<file path="config.mk">
export PLATFORM = sky130hd
export DESIGN_NAME = program_memory_overlay_map
export DESIGN_NICKNAME = d
export VERILOG_FILES = /design/src/program_memory_overlay_map_pkg.sv /design/src/program_memory_overlay_map.sv
export VERILOG_INCLUDE_DIRS = /design/src
export SDC_FILE = /design/constraint.sdc
export NUM_CORES = 1
export LEC_CHECK = 0
export BUFFER_PORTS_ARGS = -buffer_cell sky130_fd_sc_hd__clkbuf_2
export CAP_MARGIN = 20
export CORE_MARGIN = 2
export CORE_UTILIZATION = 30
export CTS_BUF_LIST = sky130_fd_sc_hd__clkbuf_2
export CTS_CLUSTER_DIAMETER = 100
export CTS_CLUSTER_SIZE = 24
export DETAILED_ROUTE_END_ITERATION = 8
export HOLD_SLACK_MARGIN = 0.03
export PLACE_DENSITY = 0.58
export SLEW_MARGIN = 15
export SYNTH_ARGS = -nofsm -noshare
export SYNTH_HDL_FRONTEND = slang
export SYNTH_SLANG_ARGS = --single-unit
</file>
<file path="constraint.sdc">
create_clock -name clk_i -period 3.8 [get_ports clk_i]
set_input_delay 0.38 -clock clk_i [delete_from_list [all_inputs] [get_ports clk_i]]
set_output_delay 0.38 -clock clk_i [all_outputs]
set_load 0.01 [all_outputs]
</file>
<file path="src/program_memory_overlay_map_regs.svh">
// Register offsets, field positions, reset values and timing counts of the overlay map block
`ifndef PROGRAM_MEMORY_OVERLAY_MAP_REGS_SVH
`define PROGRAM_MEMORY_OVERLAY_MAP_REGS_SVH
// Register offsets on the plain register port
`define REG_OVERLAY_SELECT   8'h00
`define REG_CLOCK_CONTROL    8'h01
`define REG_MODE_STATUS      8'h02
`define REG_INTERRUPT_MASK   8'h03
`define REG_BLOCK_STATUS     8'h04
`define REG_STACK_POINTER    8'h05
// Field positions
`define CLOCK_OUTPUT_DISABLE_BIT 0
`define STATUS_MODE_B_BIT        0
`define STATUS_RUNNING_BIT       1
`define STATUS_BOOTED_BIT        2
// Reset values
`define OVERLAY_RESET        2'h0
`define MODE_STATUS_RESET    16'h0000
`define INTERRUPT_MASK_RESET 16'h0000
`define STACK_EMPTY          4'h0
// Address map
`define PM_UPPER_BASE        14'h2000
`define PM_FIRST_FETCH       14'h0000
`define DM_CTRL_BASE         14'h3fe0
`define DM_USER_WORDS        16352
`define IO_SPACE_WORDS       2048
// Timing: core clock ticks per processor cycle and processor cycles per input clock period
`define CLKS_PER_CYCLE       2
`define CYCLES_PER_INPUT_CLK 2
`define PLL_LOCK_INPUT_CLKS  2000
`endif

</file>
<file path="src/program_memory_overlay_map_pkg.sv">
// Types shared by the overlay map block
package program_memory_overlay_map_pkg;
  // Sequencing after master reset
  typedef enum logic [2:0] {
    ST_RESET, ST_HOLD, ST_BOOT_REQ, ST_BOOT_WAIT, ST_RUN
  } seq_state_t;
  // Owner of the external address bus
  typedef enum logic [2:0] {
    EXT_NONE, EXT_BOOT, EXT_PM_DATA, EXT_PM_FETCH, EXT_IO
  } ext_owner_t;
endpackage : program_memory_overlay_map_pkg

</file>
<file path="src/program_memory_overlay_map.sv">
// Program memory overlay decode, clock output, master reset and boot sequencing
`timescale 1ns/1ps
`default_nettype none
`include "program_memory_overlay_map_regs.svh"
module program_memory_overlay_map
  import program_memory_overlay_map_pkg::*;
#(
  parameter int BOOT_BYTES  = 96,   // Bytes fetched by the boot loader
  parameter int STACK_DEPTH = 12    // Mode stack entries
) (
  input  wire logic        clk_i,
  input  wire logic        sys_rst_i,
  input  wire logic        boot_disable_strap_i, // Mode strap pin
  input  wire logic        bus_request_i,        // External bus request pin
  input  wire logic        host_mode_i,          // Host memory mode pin
  input  wire logic        boot_ack_i,           // Boot memory byte ready pin
  input  wire logic [7:0]  reg_addr_i,
  input  wire logic [15:0] reg_wdata_i,
  input  wire logic        reg_wr_i,
  input  wire logic        reg_rd_i,
  output logic      [15:0] reg_rdata_o,
  input  wire logic        pm_fetch_req_i,
  input  wire logic [13:0] pm_fetch_addr_i,
  input  wire logic        pm_data_req_i,
  input  wire logic [13:0] pm_data_addr_i,
  input  wire logic        dm_req_i,
  input  wire logic [13:0] dm_addr_i,
  input  wire logic        io_req_i,
  input  wire logic [10:0] io_addr_i,
  input  wire logic        irq_entry_i,          // Core enters an interrupt
  input  wire logic        irq_exit_i,           // Core returns from an interrupt
  output logic             processor_clock_output_o,
  output logic             cycle_en_o,           // One processor cycle done
  output logic             fetch_internal_o,
  output logic             pm_data_internal_o,
  output logic             fetch_stall_o,        // Fetch lost the external bus
  output logic             dm_ctrl_reg_o,        // Data address hits a control register
  output logic             ext_sel_o,
  output logic      [13:0] ext_addr_o,
  output logic      [7:0]  ext_page_o,           // Extra byte address lines
  output logic             ext_data_oe_o,
  output logic             boot_req_o,
  output logic             core_run_o,
  output logic      [13:0] core_start_pc_o
);
  localparam int SPW = $clog2(STACK_DEPTH + 1);
  localparam int BCW = $clog2(BOOT_BYTES + 1);

  // Pin synchronisers: first stage feeds only the second
  logic [3:0] pin_meta_q;     // First stage
  logic [3:0] pin_sync_q;     // Second stage, the only one read
  always_ff @(posedge clk_i) begin
    pin_meta_q <= {boot_ack_i, host_mode_i, bus_request_i, boot_disable_strap_i};
    pin_sync_q <= pin_meta_q;
  end
  wire logic strap_s    = pin_sync_q[0];
  wire logic busreq_s   = pin_sync_q[1];
  wire logic host_s     = pin_sync_q[2];
  wire logic boot_ack_s = pin_sync_q[3];

  // Clock divider: phase of the input clock period in core ticks
  logic [1:0] div_q, div_d;
  logic       processor_clock_output_q, processor_clock_output_d;
  logic       cyc_en_q, cyc_en_d;
  logic       clk_dis_q, clk_dis_d; // clock_output_disable
  always_comb begin
    div_d    = div_q + 2'h1;
    cyc_en_d = (div_d[0] == 1'b1);
    // Restarts on the first tick after any reset, with no settling wait
    processor_clock_output_d = clk_dis_q ? 1'b0 : ~processor_clock_output_q;
  end
  always_ff @(posedge clk_i) begin
    div_q    <= sys_rst_i ? 2'h0 : div_d;
    cyc_en_q <= sys_rst_i ? 1'b0 : cyc_en_d;
    processor_clock_output_q <= sys_rst_i ? 1'b0 : processor_clock_output_d;
  end

  // Software visible control state
  logic [1:0]  ovl_q, ovl_d;        // program_overlay_select
  logic [15:0] msw_q, msw_d;        // mode_status_word
  logic [15:0] imask_q, imask_d;
  logic        mode_b_q, mode_b_d; // Strap level caught at reset
  logic [SPW-1:0] sp_q, sp_d;      // Mode stack pointer
  logic [15:0] stk_q [STACK_DEPTH];
  logic [15:0] stk_d [STACK_DEPTH];
  logic [15:0] rdata_q, rdata_d;
  seq_state_t  st_q, st_d;
  logic [BCW-1:0] bcnt_q, bcnt_d;

  // Register writes, mode stack and read data
  always_comb begin
    ovl_d     = ovl_q;
    clk_dis_d = clk_dis_q;
    msw_d     = msw_q;
    imask_d   = imask_q;
    sp_d      = sp_q;
    stk_d     = stk_q;
    mode_b_d  = (sys_rst_i || st_q == ST_RESET) ? strap_s : mode_b_q;
    rdata_d   = 16'h0000;
    if (reg_wr_i) begin
      if (reg_addr_i == `REG_OVERLAY_SELECT) begin
        // Only overlays 0..2 exist; strap high pins it to zero
        if (!mode_b_q && reg_wdata_i[1:0] != 2'h3) ovl_d = reg_wdata_i[1:0];
      end else if (reg_addr_i == `REG_CLOCK_CONTROL) begin
        clk_dis_d = reg_wdata_i[`CLOCK_OUTPUT_DISABLE_BIT];
      end else if (reg_addr_i == `REG_MODE_STATUS) begin
        msw_d = reg_wdata_i;
      end else if (reg_addr_i == `REG_INTERRUPT_MASK) begin
        imask_d = reg_wdata_i;
      end
    end
    // Interrupt entry saves the status word only, never the overlay
    if (irq_entry_i && sp_q < SPW'(STACK_DEPTH)) begin
      stk_d[sp_q] = msw_q;
      sp_d        = sp_q + SPW'(1);
    end else if (irq_exit_i && sp_q != '0) begin
      msw_d = stk_q[sp_q - SPW'(1)];
      sp_d  = sp_q - SPW'(1);
    end
    if (reg_rd_i) begin
      if (reg_addr_i == `REG_OVERLAY_SELECT) begin
        rdata_d = {14'h0000, ovl_q};
      end else if (reg_addr_i == `REG_CLOCK_CONTROL) begin
        rdata_d = {15'h0000, clk_dis_q};
      end else if (reg_addr_i == `REG_MODE_STATUS) begin
        rdata_d = msw_q;
      end else if (reg_addr_i == `REG_INTERRUPT_MASK) begin
        rdata_d = imask_q;
      end else if (reg_addr_i == `REG_BLOCK_STATUS) begin
        rdata_d = {13'h0000, (st_q == ST_RUN && !mode_b_q), (st_q == ST_RUN), mode_b_q};
      end else if (reg_addr_i == `REG_STACK_POINTER) begin
        rdata_d = 16'(sp_q);
      end else begin
        rdata_d = 16'h0000;       // Unmapped reads return zero
      end
    end
  end
  always_ff @(posedge clk_i) begin
    if (sys_rst_i) begin
      ovl_q     <= `OVERLAY_RESET;
      clk_dis_q <= 1'b0;
      msw_q     <= `MODE_STATUS_RESET;
      imask_q   <= `INTERRUPT_MASK_RESET;
      sp_q      <= SPW'(`STACK_EMPTY);
      rdata_q   <= 16'h0000;
    end else begin
      ovl_q     <= mode_b_q ? `OVERLAY_RESET : ovl_d;
      clk_dis_q <= clk_dis_d;
      msw_q     <= msw_d;
      imask_q   <= imask_d;
      sp_q      <= sp_d;
      rdata_q   <= rdata_d;
    end
    mode_b_q <= mode_b_d;
    stk_q    <= stk_d;
  end

  // Sequencer: hold off on bus request, boot, then run from zero
  always_comb begin
    st_d   = st_q;
    bcnt_d = bcnt_q;
    case (st_q)
      ST_RESET: begin
        st_d = ST_HOLD;
      end
      ST_HOLD: begin
        if (!busreq_s) begin
          st_d = mode_b_q ? ST_RUN : ST_BOOT_REQ;
        end
      end
      ST_BOOT_REQ: begin
        if (boot_ack_s) begin
          bcnt_d = bcnt_q + BCW'(1);
          st_d   = ST_BOOT_WAIT;
        end
      end
      ST_BOOT_WAIT: begin
        // Wait for the acknowledge to drop before the next byte
        if (!boot_ack_s) begin
          st_d = (bcnt_q == BCW'(BOOT_BYTES)) ? ST_RUN : ST_BOOT_REQ;
        end
      end
      default: begin
        st_d = ST_RUN;
      end
    endcase
  end
  always_ff @(posedge clk_i) begin
    if (sys_rst_i) begin
      st_q   <= ST_RESET;
      bcnt_q <= '0;
    end else begin
      st_q   <= st_d;
      bcnt_q <= bcnt_d;
    end
  end

  // Program address decode; the overlay takes effect at once with no loop interlock
  function automatic logic pm_is_internal(input logic [13:0] a, input logic mb,
                                          input logic [1:0] ov);
    if (mb) begin
      pm_is_internal = (a >= `PM_UPPER_BASE);
    end else begin
      pm_is_internal = (a < `PM_UPPER_BASE) || (ov == 2'h0);
    end
  endfunction : pm_is_internal

  // External bus owner and address; data access beats the fetch on a clash
  logic        f_int, d_int;
  ext_owner_t  owner;
  logic [13:0] eaddr_d;
  logic [7:0]  epage_d;
  always_comb begin
    f_int   = pm_is_internal(pm_fetch_addr_i, mode_b_q, ovl_q);
    d_int   = pm_is_internal(pm_data_addr_i, mode_b_q, ovl_q);
    owner   = EXT_NONE;
    eaddr_d = 14'h0000;
    epage_d = 8'h00;
    if (st_q == ST_BOOT_REQ) begin
      owner   = EXT_BOOT;
      eaddr_d = 14'(bcnt_q);
      epage_d = 8'(bcnt_q >> 14);
    end else if (st_q == ST_RUN && pm_data_req_i && !d_int) begin
      owner   = EXT_PM_DATA;
      eaddr_d = mode_b_q ? pm_data_addr_i
                         : {(ovl_q == 2'h2), pm_data_addr_i[12:0]};
    end else if (st_q == ST_RUN && pm_fetch_req_i && !f_int) begin
      owner   = EXT_PM_FETCH;
      eaddr_d = mode_b_q ? pm_fetch_addr_i
                         : {(ovl_q == 2'h2), pm_fetch_addr_i[12:0]};
    end else if (st_q == ST_RUN && io_req_i) begin
      owner   = EXT_IO;
      eaddr_d = {3'h0, io_addr_i};
    end
    if (host_s) begin
      eaddr_d = {13'h0000, eaddr_d[0]};
    end
  end

  // Output registers
  logic        fint_q, dint_q, stall_q, dmc_q, esel_q, eoe_q, breq_q, run_q;
  logic [13:0] eaddr_q;
  logic [7:0]  epage_q;
  always_ff @(posedge clk_i) begin
    if (sys_rst_i) begin
      fint_q  <= 1'b0;
      dint_q  <= 1'b0;
      stall_q <= 1'b0;
      dmc_q   <= 1'b0;
      esel_q  <= 1'b0;
      eoe_q   <= 1'b0;
      breq_q  <= 1'b0;
      run_q   <= 1'b0;
      eaddr_q <= 14'h0000;
      epage_q <= 8'h00;
    end else begin
      fint_q  <= pm_fetch_req_i && f_int;
      dint_q  <= pm_data_req_i && d_int;
      stall_q <= pm_fetch_req_i && !f_int && owner != EXT_PM_FETCH;
      dmc_q   <= dm_req_i && dm_addr_i >= `DM_CTRL_BASE;
      esel_q  <= owner != EXT_NONE;
      eoe_q   <= owner != EXT_NONE && owner != EXT_BOOT && host_s;
      breq_q  <= st_d == ST_BOOT_REQ;
      run_q   <= st_d == ST_RUN;
      eaddr_q <= eaddr_d;
      epage_q <= epage_d;
    end
  end
  assign reg_rdata_o              = rdata_q;
  assign processor_clock_output_o = processor_clock_output_q;
  assign cycle_en_o               = cyc_en_q;
  assign fetch_internal_o         = fint_q;
  assign pm_data_internal_o       = dint_q;
  assign fetch_stall_o            = stall_q;
  assign dm_ctrl_reg_o            = dmc_q;
  assign ext_sel_o                = esel_q;
  assign ext_addr_o               = eaddr_q;
  assign ext_page_o               = epage_q;
  assign ext_data_oe_o            = eoe_q;
  assign boot_req_o               = breq_q;
  assign core_run_o               = run_q;
  assign core_start_pc_o          = `PM_FIRST_FETCH;
endmodule : program_memory_overlay_map
`default_nettype wire

</file>
# After elaboration in Yosys (flattened, before gate mapping)
# Index checks and enable logic that the tools add are counted.
[classes]
shift = 0
div_mod_pow = 0
n_eq_ne = 16
magnitude_cmp = 9
n_bitwise = 7
addsub = 4
n_mul = 0
reduce_logical = 39
mux = 38
[op_table]
columns = ["op", "count"]
rows = [
  ["bitwise mux 192 bit", 1],
  ["two-way mux 16 bit", 11],
  ["binary-select mux 16 bit (select 4 bit)", 1],
  ["demux 16 bit (select 4 bit)", 1],
  ["two-way mux 14 bit", 4],
  [">= comparator 14 bit (second input constant)", 3],
  ["less-than comparator 14 bit (second input constant)", 2],
  ["two-way mux 3 bit", 9],
  ["logical AND 1 bit", 17],
  ["equality test 8 x 2 -> 1 bit (second input constant)", 2],
  ["equality test 8 x 3 -> 1 bit (second input constant)", 2],
  ["two-way mux 4 bit", 4],
  ["case mux 3 bit (4 select lines)", 1],
  ["two-way mux 11 bit", 1],
  [">= comparator 5 bit (second input constant)", 2],
  ["inverter 4 -> 5 bit", 2],
  ["equality test 3 x 2 -> 1 bit (second input constant)", 3],
  ["equality test 8 x 1 -> 1 bit (second input constant)", 1],
  ["zero test 8 bit", 1],
  ["OR reduction 2 bit", 4],
  ["adder 7 x 1 -> 7 bit (second input constant)", 1],
  ["equality test 7 bit (second input constant)", 1],
  ["two-way mux 7 bit", 1],
  ["equality test 3 bit (second input constant)", 2],
  ["other kinds (25)", 36],
]
[totals]
latch_bits = 0
ram_bits = 0
mem_count = 0
mem_bits_ro = 0
regBits = 292

# Longest topological paths before layout
# Gate-level depths: netlist of run 1.
[logic_depth]
depth_word = 11
mapped_depth = 11
mapped_depth_nobuf = 7

# Worst setup path after synthesis of run 1
# OpenSTA, ideal clock, no wires.
[synth_timing]
path_kind = "register to register"
startpoint = "register sp_q[0]"
endpoint = "register msw_q[0]"
setup_time_ns = 0.140
stages_incl_launch_ff = 12
arrival_time_ns = 2.687
required_time_ns = 3.660
synth_period_minus_slack_ns = 2.827
setup_slack_ns = 0.973
cell_sequence = "dfxtp_1 buf_6 buf_6 buf_4 inv_1 ha_1 clkbuf_2 clkbuf_1 mux4_2 mux2_2 a221oi_1 a2111oi_2"
[synth_via]
elab_chain_len = 7
elab_cells_between_ends = 11
[synth_rtl]
columns = ["item", "line", "rtl"]
rows = [
  ["start: declaration", "program_memory_overlay_map.sv:83", "logic [SPW-1:0] sp_q, sp_d;"],
  ["start signal: assignment", "program_memory_overlay_map.sv:144", "sp_q <= SPW'(`STACK_EMPTY);"],
  ["start signal: assignment", "program_memory_overlay_map.sv:151", "sp_q <= sp_d;"],
  ["subtractor 4 x 1 -> 4 bit", "program_memory_overlay_map.sv:117", "msw_d = stk_q[sp_q - SPW'(1)];"],
  ["inverter 4 -> 5 bit (implied by the code)", "program_memory_overlay_map.sv:117", ""],
  ["binary-select mux 16 bit (select 4 bit)", "program_memory_overlay_map.sv:117", ""],
  ["two-way mux 16 bit (implied by the code) (2 in series)", "program_memory_overlay_map.sv:117", ""],
  ["two-way mux 16 bit", "program_memory_overlay_map.sv:116", "end else if (irq_exit_i && sp_q != '0) begin"],
  ["two-way mux 16 bit *", "program_memory_overlay_map.sv:113", "if (irq_entry_i && sp_q < SPW'(STACK_DEPTH)) begin"],
  ["end signal: assignment", "program_memory_overlay_map.sv:142", "msw_q <= `MODE_STATUS_RESET;"],
  ["end signal: assignment", "program_memory_overlay_map.sv:149", "msw_q <= msw_d;"],
  ["end: declaration", "program_memory_overlay_map.sv:80", "logic [15:0] msw_q, msw_d;"],
]
# Every way passes the cells marked *; elsewhere a longest branch is shown, timed or not. The select of a mux whose other input is x is not followed.
# A chain may end at the register's enable or synchronous reset.

# Final worst setup path of run 1
[layout_timing]
startpoint = "register mode_b_q"
endpoint = "register eaddr_q[3], in the netlist ext_addr_o[3]"
[layout_via]
elab_chain_len = 6
elab_cells_between_ends = 9
[layout_rtl]
columns = ["item", "line", "rtl"]
rows = [
  ["start: declaration", "program_memory_overlay_map.sv:82", "logic mode_b_q, mode_b_d;"],
  ["start signal: assignment", "program_memory_overlay_map.sv:154", "mode_b_q <= mode_b_d;"],
  ["two-way mux 1 bit", "program_memory_overlay_map.sv:201", "if (mb) begin"],
  ["zero test 1 bit", "program_memory_overlay_map.sv:227", "end else if (st_q == ST_RUN && pm_fetch_req_i && !f_int) begin"],
  ["logical AND 1 bit", "program_memory_overlay_map.sv:227", ""],
  ["two-way mux 14 bit", "program_memory_overlay_map.sv:227", ""],
  ["two-way mux 14 bit *", "program_memory_overlay_map.sv:223", "end else if (st_q == ST_RUN && pm_data_req_i && !d_int) begin"],
  ["two-way mux 7 bit *", "program_memory_overlay_map.sv:219", "if (st_q == ST_BOOT_REQ) begin"],
  ["end signal: assignment", "program_memory_overlay_map.sv:265", "eaddr_q <= eaddr_d;"],
  ["end: declaration", "program_memory_overlay_map.sv:242", "logic [13:0] eaddr_q;"],
]
# Every way passes the cells marked *; elsewhere a longest branch is shown, timed or not.

==> results of run 1 <==
==> metal layers <==
| metal | wire length [um] | GRT usage, % |
|---|---|---|
| met5 | 0 | 0 |
| met4 | 393 | 2.16 |
| met3 | 1310 | 2.01 |
| met2 | 13900 | 22.0 |
| met1 | 13400 | 19.6 |
==> worst max-delay path, stage by stage, from the launching register on <==
cell	delay (ps)
edfxtp_1	710
o21ba_1	230
mux2i_2	510
nand2b_1	430
nand4_1	130
dlygate4sd3_1	570
a31oi_1	200
dlygate4sd3_1	590
==> final cells by class <==
type / instances / area [um2] / area share, %
diodes: 1 / 2.50 / 0.0177
multi-input cells: 436 / 3860 / 27.3
repair buffers: 237 / 1690 / 11.9
clock buffers: 25 / 125 / 0.884
inverters: 13 / 48.8 / 0.345
flip-flops and latches: 290 / 7740 / 54.7
well taps: 525 / 657 / 4.64
clock inverters: 2 / 25.0 / 0.177
==> state kept, by name, indices dropped and copies added (netlist names), 2 cells and up <==
register and cells:
stk_q 192, imask_q 16, msw_q 16, reg_rdata_o 16, ext_addr_o 14, bcnt_q 7, pin_meta_q 4, pin_sync_q 4
sp_q 4, st_q 3, ovl_q 2
==> worst max path at each step <==
stage                         start                        to  slack (ps)  cells past startpoint
2_1_floorplan  sp_q[0]$_SDFFE_PP0P_       msw_q[0]$_SDFF_PP0_         970                     11
3_3_place_gp   sp_q[1]$_SDFFE_PP0P_       msw_q[6]$_SDFF_PP0_         840                      7
3_5_place_dp   sp_q[1]$_SDFFE_PP0P_       msw_q[6]$_SDFF_PP0_         800                      7
4_1_cts          mode_b_q$_DFFE_PP_  ext_addr_o[3]$_SDFF_PP0_         290                      7
5_1_grt          mode_b_q$_DFFE_PP_  ext_addr_o[3]$_SDFF_PP0_         220                      7
6_report         mode_b_q$_DFFE_PP_  ext_addr_o[3]$_SDFF_PP0_         390                      7
==> Yosys cell counts, types with 7 or more instances <==
| cell | instances | area, um2 |
|---|---|---|
| nand2_1 | 31 | 116 |
| ha_1 | 7 | 87.6 |
| buf_4 | 27 | 203 |
| a211oi_1 | 8 | 60.1 |
| edfxtp_1 | 193 | 5800 |
| a21oi_1 | 12 | 60.1 |
| a31oi_1 | 11 | 68.8 |
| a221oi_1 | 9 | 78.8 |
| a221oi_2 | 9 | 135 |
| clkbuf_1 | 24 | 90.1 |
| o21ai_0 | 8 | 40.0 |
| mux4_2 | 24 | 541 |
| dfxtp_1 | 97 | 1940 |
| nor3_1 | 31 | 155 |
| nand4_1 | 12 | 75.1 |
| a22oi_1 | 14 | 105 |
| mux2i_1 | 23 | 230 |
| buf_2 | 12 | 60.1 |
| mux4_1 | 24 | 631 |
| a2111oi_2 | 11 | 165 |
| mux2_2 | 17 | 191 |
| nor2_1 | 74 | 278 |
| inv_1 | 13 | 48.8 |
| and3_1 | 12 | 75.1 |
==> repair_timing <==
action	4_1_cts	5_1_grt
endpoints found under the setup margin	0	1
resized for setup	0	1
endpoints found under the hold margin	66	4
setup buffers	0	0
hold buffers	79	4
==> report_power, final <==
part	internal, mW	total (mW)	switching, mW
clock network	0.186	1.13	0.940
logic	0.577	1.28	0.706
registers	3.55	3.66	0.110
total	4.31	6.07	1.76
==> per-stage QoR <==
stage          cells  hold WS [ps]  util [%]  cell area, um2  worst slack, ps
2_1_floorplan    815           310         -           12100              973
3_3_place_gp    1418           311      33.3           13200              842
3_5_place_dp    1418           315      33.3           13200              800
4_1_cts         1524          37.3      35.7           14100              289
5_1_grt         1529          66.4      35.8           14100              221
6_report        1529           127      35.8           14100              393
==> cell families (layout without fill, tap and decap cells) <==
logic type,count (synthesis),in the layout,synth area share [%]
other cells,1,23,0.0313
xor+xnor,9,9,0.720
fa+ha+maj,7,7,0.731
mux,88,88,13.3
simple gates,200,200,8.23
flops,290,290,64.6
compound gates,110,110,8.19
buf+inv,89,277,4.26
==> metrics.txt, run 1 <==
detailed placement HPWL=17.1 mm; initial antenna violation count=1; commonest non-fill, non-tap cells in the layout=edfxtp_1 (193), clkbuf_2 (150), dfxtp_1 (96); Crit Reg-Reg Endpoint=ext_addr_o[3]$_SDFF_PP0_; routed wire length=29.0 mm; Yosys reg bits=290; Layout Nets=1092; synthesized area=0.0120 mm2; Root Buffer=clkbuf_2; r2r startpoint=mode_b_q$_DFFE_PP_; Routability Congestion=0.743; Total Routing Usage GR=13.6%; I/O pins=153; H-tree lvl count=1; IO buf count=125; Final period util=89.7%; Max FO, Critical Path=11; DR iter-0 viols=526; status=finished, final reports clean; TritonCTS buffer count=16; skew final=91.1 ps; Worst-path clk slew=450 ps; proportion of layout cells with a drive suffix above 1=26.1%; RSZ-0062 raised after global routing=no; WHS Endpoint=reg_rdata_o[2]$_SDFF_PP0_; clk_lat worst skew=860 ps; Post-Synthesis Cells=794; initial core utilization=30.3%; clock net sink count=290; Worst slew margin=26.8%; Fillers=3802; achievable frequency=294 MHz; average instance area after synthesis=15.1 um2; Die Width=204 um; 1st-pass router iterations=5; Core Box Area=0.0395 mm2; Worst Path Arrival=4260 ps; Main synth FF type=edfxtp_1; pin count of the biggest net entering global routing=65; gr ovfl total=0; Die Y-Extent=204 um; number of global-route vias before repair=7382; Tightest Pin Transition=1100 ps; worst hold start=reg_addr_i[1]; Slew Limit Fails=0; DR WL/cell=19.0 um; unique cell type count in the Yosys netlist=68; pwr/cell area=429 mW/mm2; residual DRC count=0; Worst Hold Class=in -> reg; number of flops mapped to enable cells by yosys=193; vias=7543; max-cap violation count=0; total number of yosys warnings=0; leak pwr=5.06 nW; post-layout min period=3410 ps; Crit. End Element=flip-flop; ys async rst share=0%; Hold Vio Cnt, Final=0; drt via density=4.93; CTS tree=yes; Worst EP required=4650 ps; R2R setup slack=390 ps; Worst R2R Path Depth=7; Routed Antenna Nets=0; Hold Path Stages=4; setup_tns=0 ps; # setup viols final=0; post-synthesis sequential area ratio=64.6%; most common cell after layout, fill and taps aside=edfxtp_1; Crit Path Class=reg -> reg; startpoint types=flip-flop; Power Total=6.07 mW; clk buf depth=3; die area=0.0416 mm2; peak supply drop=0.000275 V; number of cell rows=73; Area growth syn-to-layout=18.0%; first-pass GRT wire length=43.8 mm
Note: power is estimated with default switching activity, not from simulation.
==> inputs of run 2 (changes only) <==
clock period = 4.21 ns   (was 3.8 ns; I/O delays follow)
==> run 2 against run 1 <==
Core utilization is 0.22 points lower. First-iteration DRC count is 10% higher. Power is 10% lower. Clock power is 11% lower. Sequential power is 9.3% lower. Cell area is 0.62% lower. Hold slack better by 1.7 ps.
==> metrics.txt, run 2 (synthesized netlist as in run 1, its figures left out) <==
Tightest Pin Transition=1050 ps; Routability Congestion=0.773; skew final=77.8 ps; Total Routing Usage GR=13.2%; startpoint types=flip-flop; max FFs per register=192; peak supply drop=0.000154 V; Die Y-Extent=204 um; # setup viols final=0; leak pwr=5.02 nW; gr ovfl total=0; most common cell after layout, fill and taps aside=edfxtp_1; dpl cell area=0.0131 mm2; max-cap violation count=0; r2r startpoint=mode_b_q$_DFFE_PP_; DR iter-0 viols=580; Slew Limit Fails=0; Worst EP required=5060 ps; hold buffer count at CTS=76; Non-Filler Instances=1521; Worst Hold Class=in -> reg; clk buf depth=3; pin count of the biggest net entering global routing=65; die area=0.0416 mm2; Crit. End Element=flip-flop; Routed Antenna Nets=0; Inserted Diodes=0; Layout Nets=1084; Worst slew margin=29.8%; status=finished, final reports clean; Hold Vio Cnt, Final=0; Hold Slack=128 ps; CP startpoint=mode_b_q$_DFFE_PP_; H-tree lvl count=1; Final period util=77.1%; Root Buffer=clkbuf_2; vias=7393; Die Width=204 um; most flop-heavy register=stk_q; DR WL/cell=18.3 um; residual DRC count=0; area occupied by multi-input gates=0.00385 mm2; Crit Path Class=reg -> reg; number of global-route vias before repair=7308; Worst-path clk slew=440 ps; first-pass GRT wire length=42.7 mm; drt via density=4.86; clock net sink count=290; clk_lat worst skew=880 ps; Worst Path Arrival=4100 ps; Max FO, Critical Path=18; Fillers=3785; proportion of layout cells with a drive suffix above 1=26.2%; IO buf count=125; RSZ-0062 raised after global routing=no; Placed Cells=1417; number of cell rows=73; Area growth syn-to-layout=17.3%; achievable frequency=308 MHz; CTS tree=yes; setup_tns=0 ps; number of setup buffers added after CTS=0; Register Area=0.00774 mm2; post-layout util=35.6%; initial antenna violation count=0; pwr/cell area=388 mW/mm2; routed wire length=27.9 mm; I/O pins=153; initial core utilization=30.3%; worst hold start=reg_addr_i[0]; post_cts resized=0; commonest non-fill, non-tap cells in the layout=edfxtp_1 (193), clkbuf_2 (151), dfxtp_1 (96); design area=0.0141 mm2; TritonCTS buffer count=16; 1st-pass router iterations=5; Core Box Area=0.0395 mm2; detailed placement HPWL=17.2 mm; post-layout min period=3240 ps
run 2: cell types whose count changed in the layout (fill, tap and decap cells not counted):
cell,before,now
buf_4,28,27
clkbuf_2,150,151
diode_2,1,0
dlygate4sd3_1,83,76
inv_6,1,0
inv_8,0,1
mux2i_1,22,23
mux2i_2,1,0
o221ai_2,0,1
o221ai_4,1,0
run 2: final cells by class:
| class | count | share of cell area, % |
|---|---|---|
| Sequential cell | 290 | 55.1 |
| Inverter | 13 | 0.347 |
| Timing Repair Buffer | 229 | 11.4 |
| Tap cell | 525 | 4.67 |
| Clock inverter | 2 | 0.196 |
| Clock buffer | 26 | 0.925 |
| Multi-Input combinational cell | 436 | 27.4 |
run 2: worst paths after layout:
path	depth (start not counted)	to	slack, ps
worst max-delay path	7	ext_addr_o[0]$_SDFF_PP0_	970
worst min-delay path	3	reg_rdata_o[3]$_SDFF_PP0_	130
worst max register to register	7	ext_addr_o[0]$_SDFF_PP0_	970
worst min register to register	0	pin_sync_q[1]$_DFF_P_	350
run 2: routing by layer:
layer  vias up  track usage [%]  wire, um
met2       174             21.5     13200
met5         -                0         0
met4         0             2.32       410
li1       3440                -         -
met3        34             1.85      1220
met1      3745             19.1     13000
run 2: critical path, stage by stage, from the launching register on:
cell,delay (ps)
edfxtp_1,700
o21ba_1,220
mux2_2,400
a21boi_2,390
nand4_1,130
dlygate4sd3_1,580
a31oi_1,200
dlygate4sd3_1,590
run 2: where the power goes:
part           internal (mW)  switching (mW)  total (mW)  leakage (nW)
logic                  0.516           0.599        1.11          2.37
clock network          0.176           0.839        1.01         0.121
registers               3.20           0.118        3.32          2.53
total                   3.89            1.56        5.45          5.02
run 2: metrics by stage:
step           total power, mW  setup WS [ps]
2_1_floorplan             4.14           1380
3_3_place_gp              4.45           1450
3_5_place_dp              4.46           1430
4_1_cts                   5.51           1080
5_1_grt                   5.69            799
6_report                  5.45            965
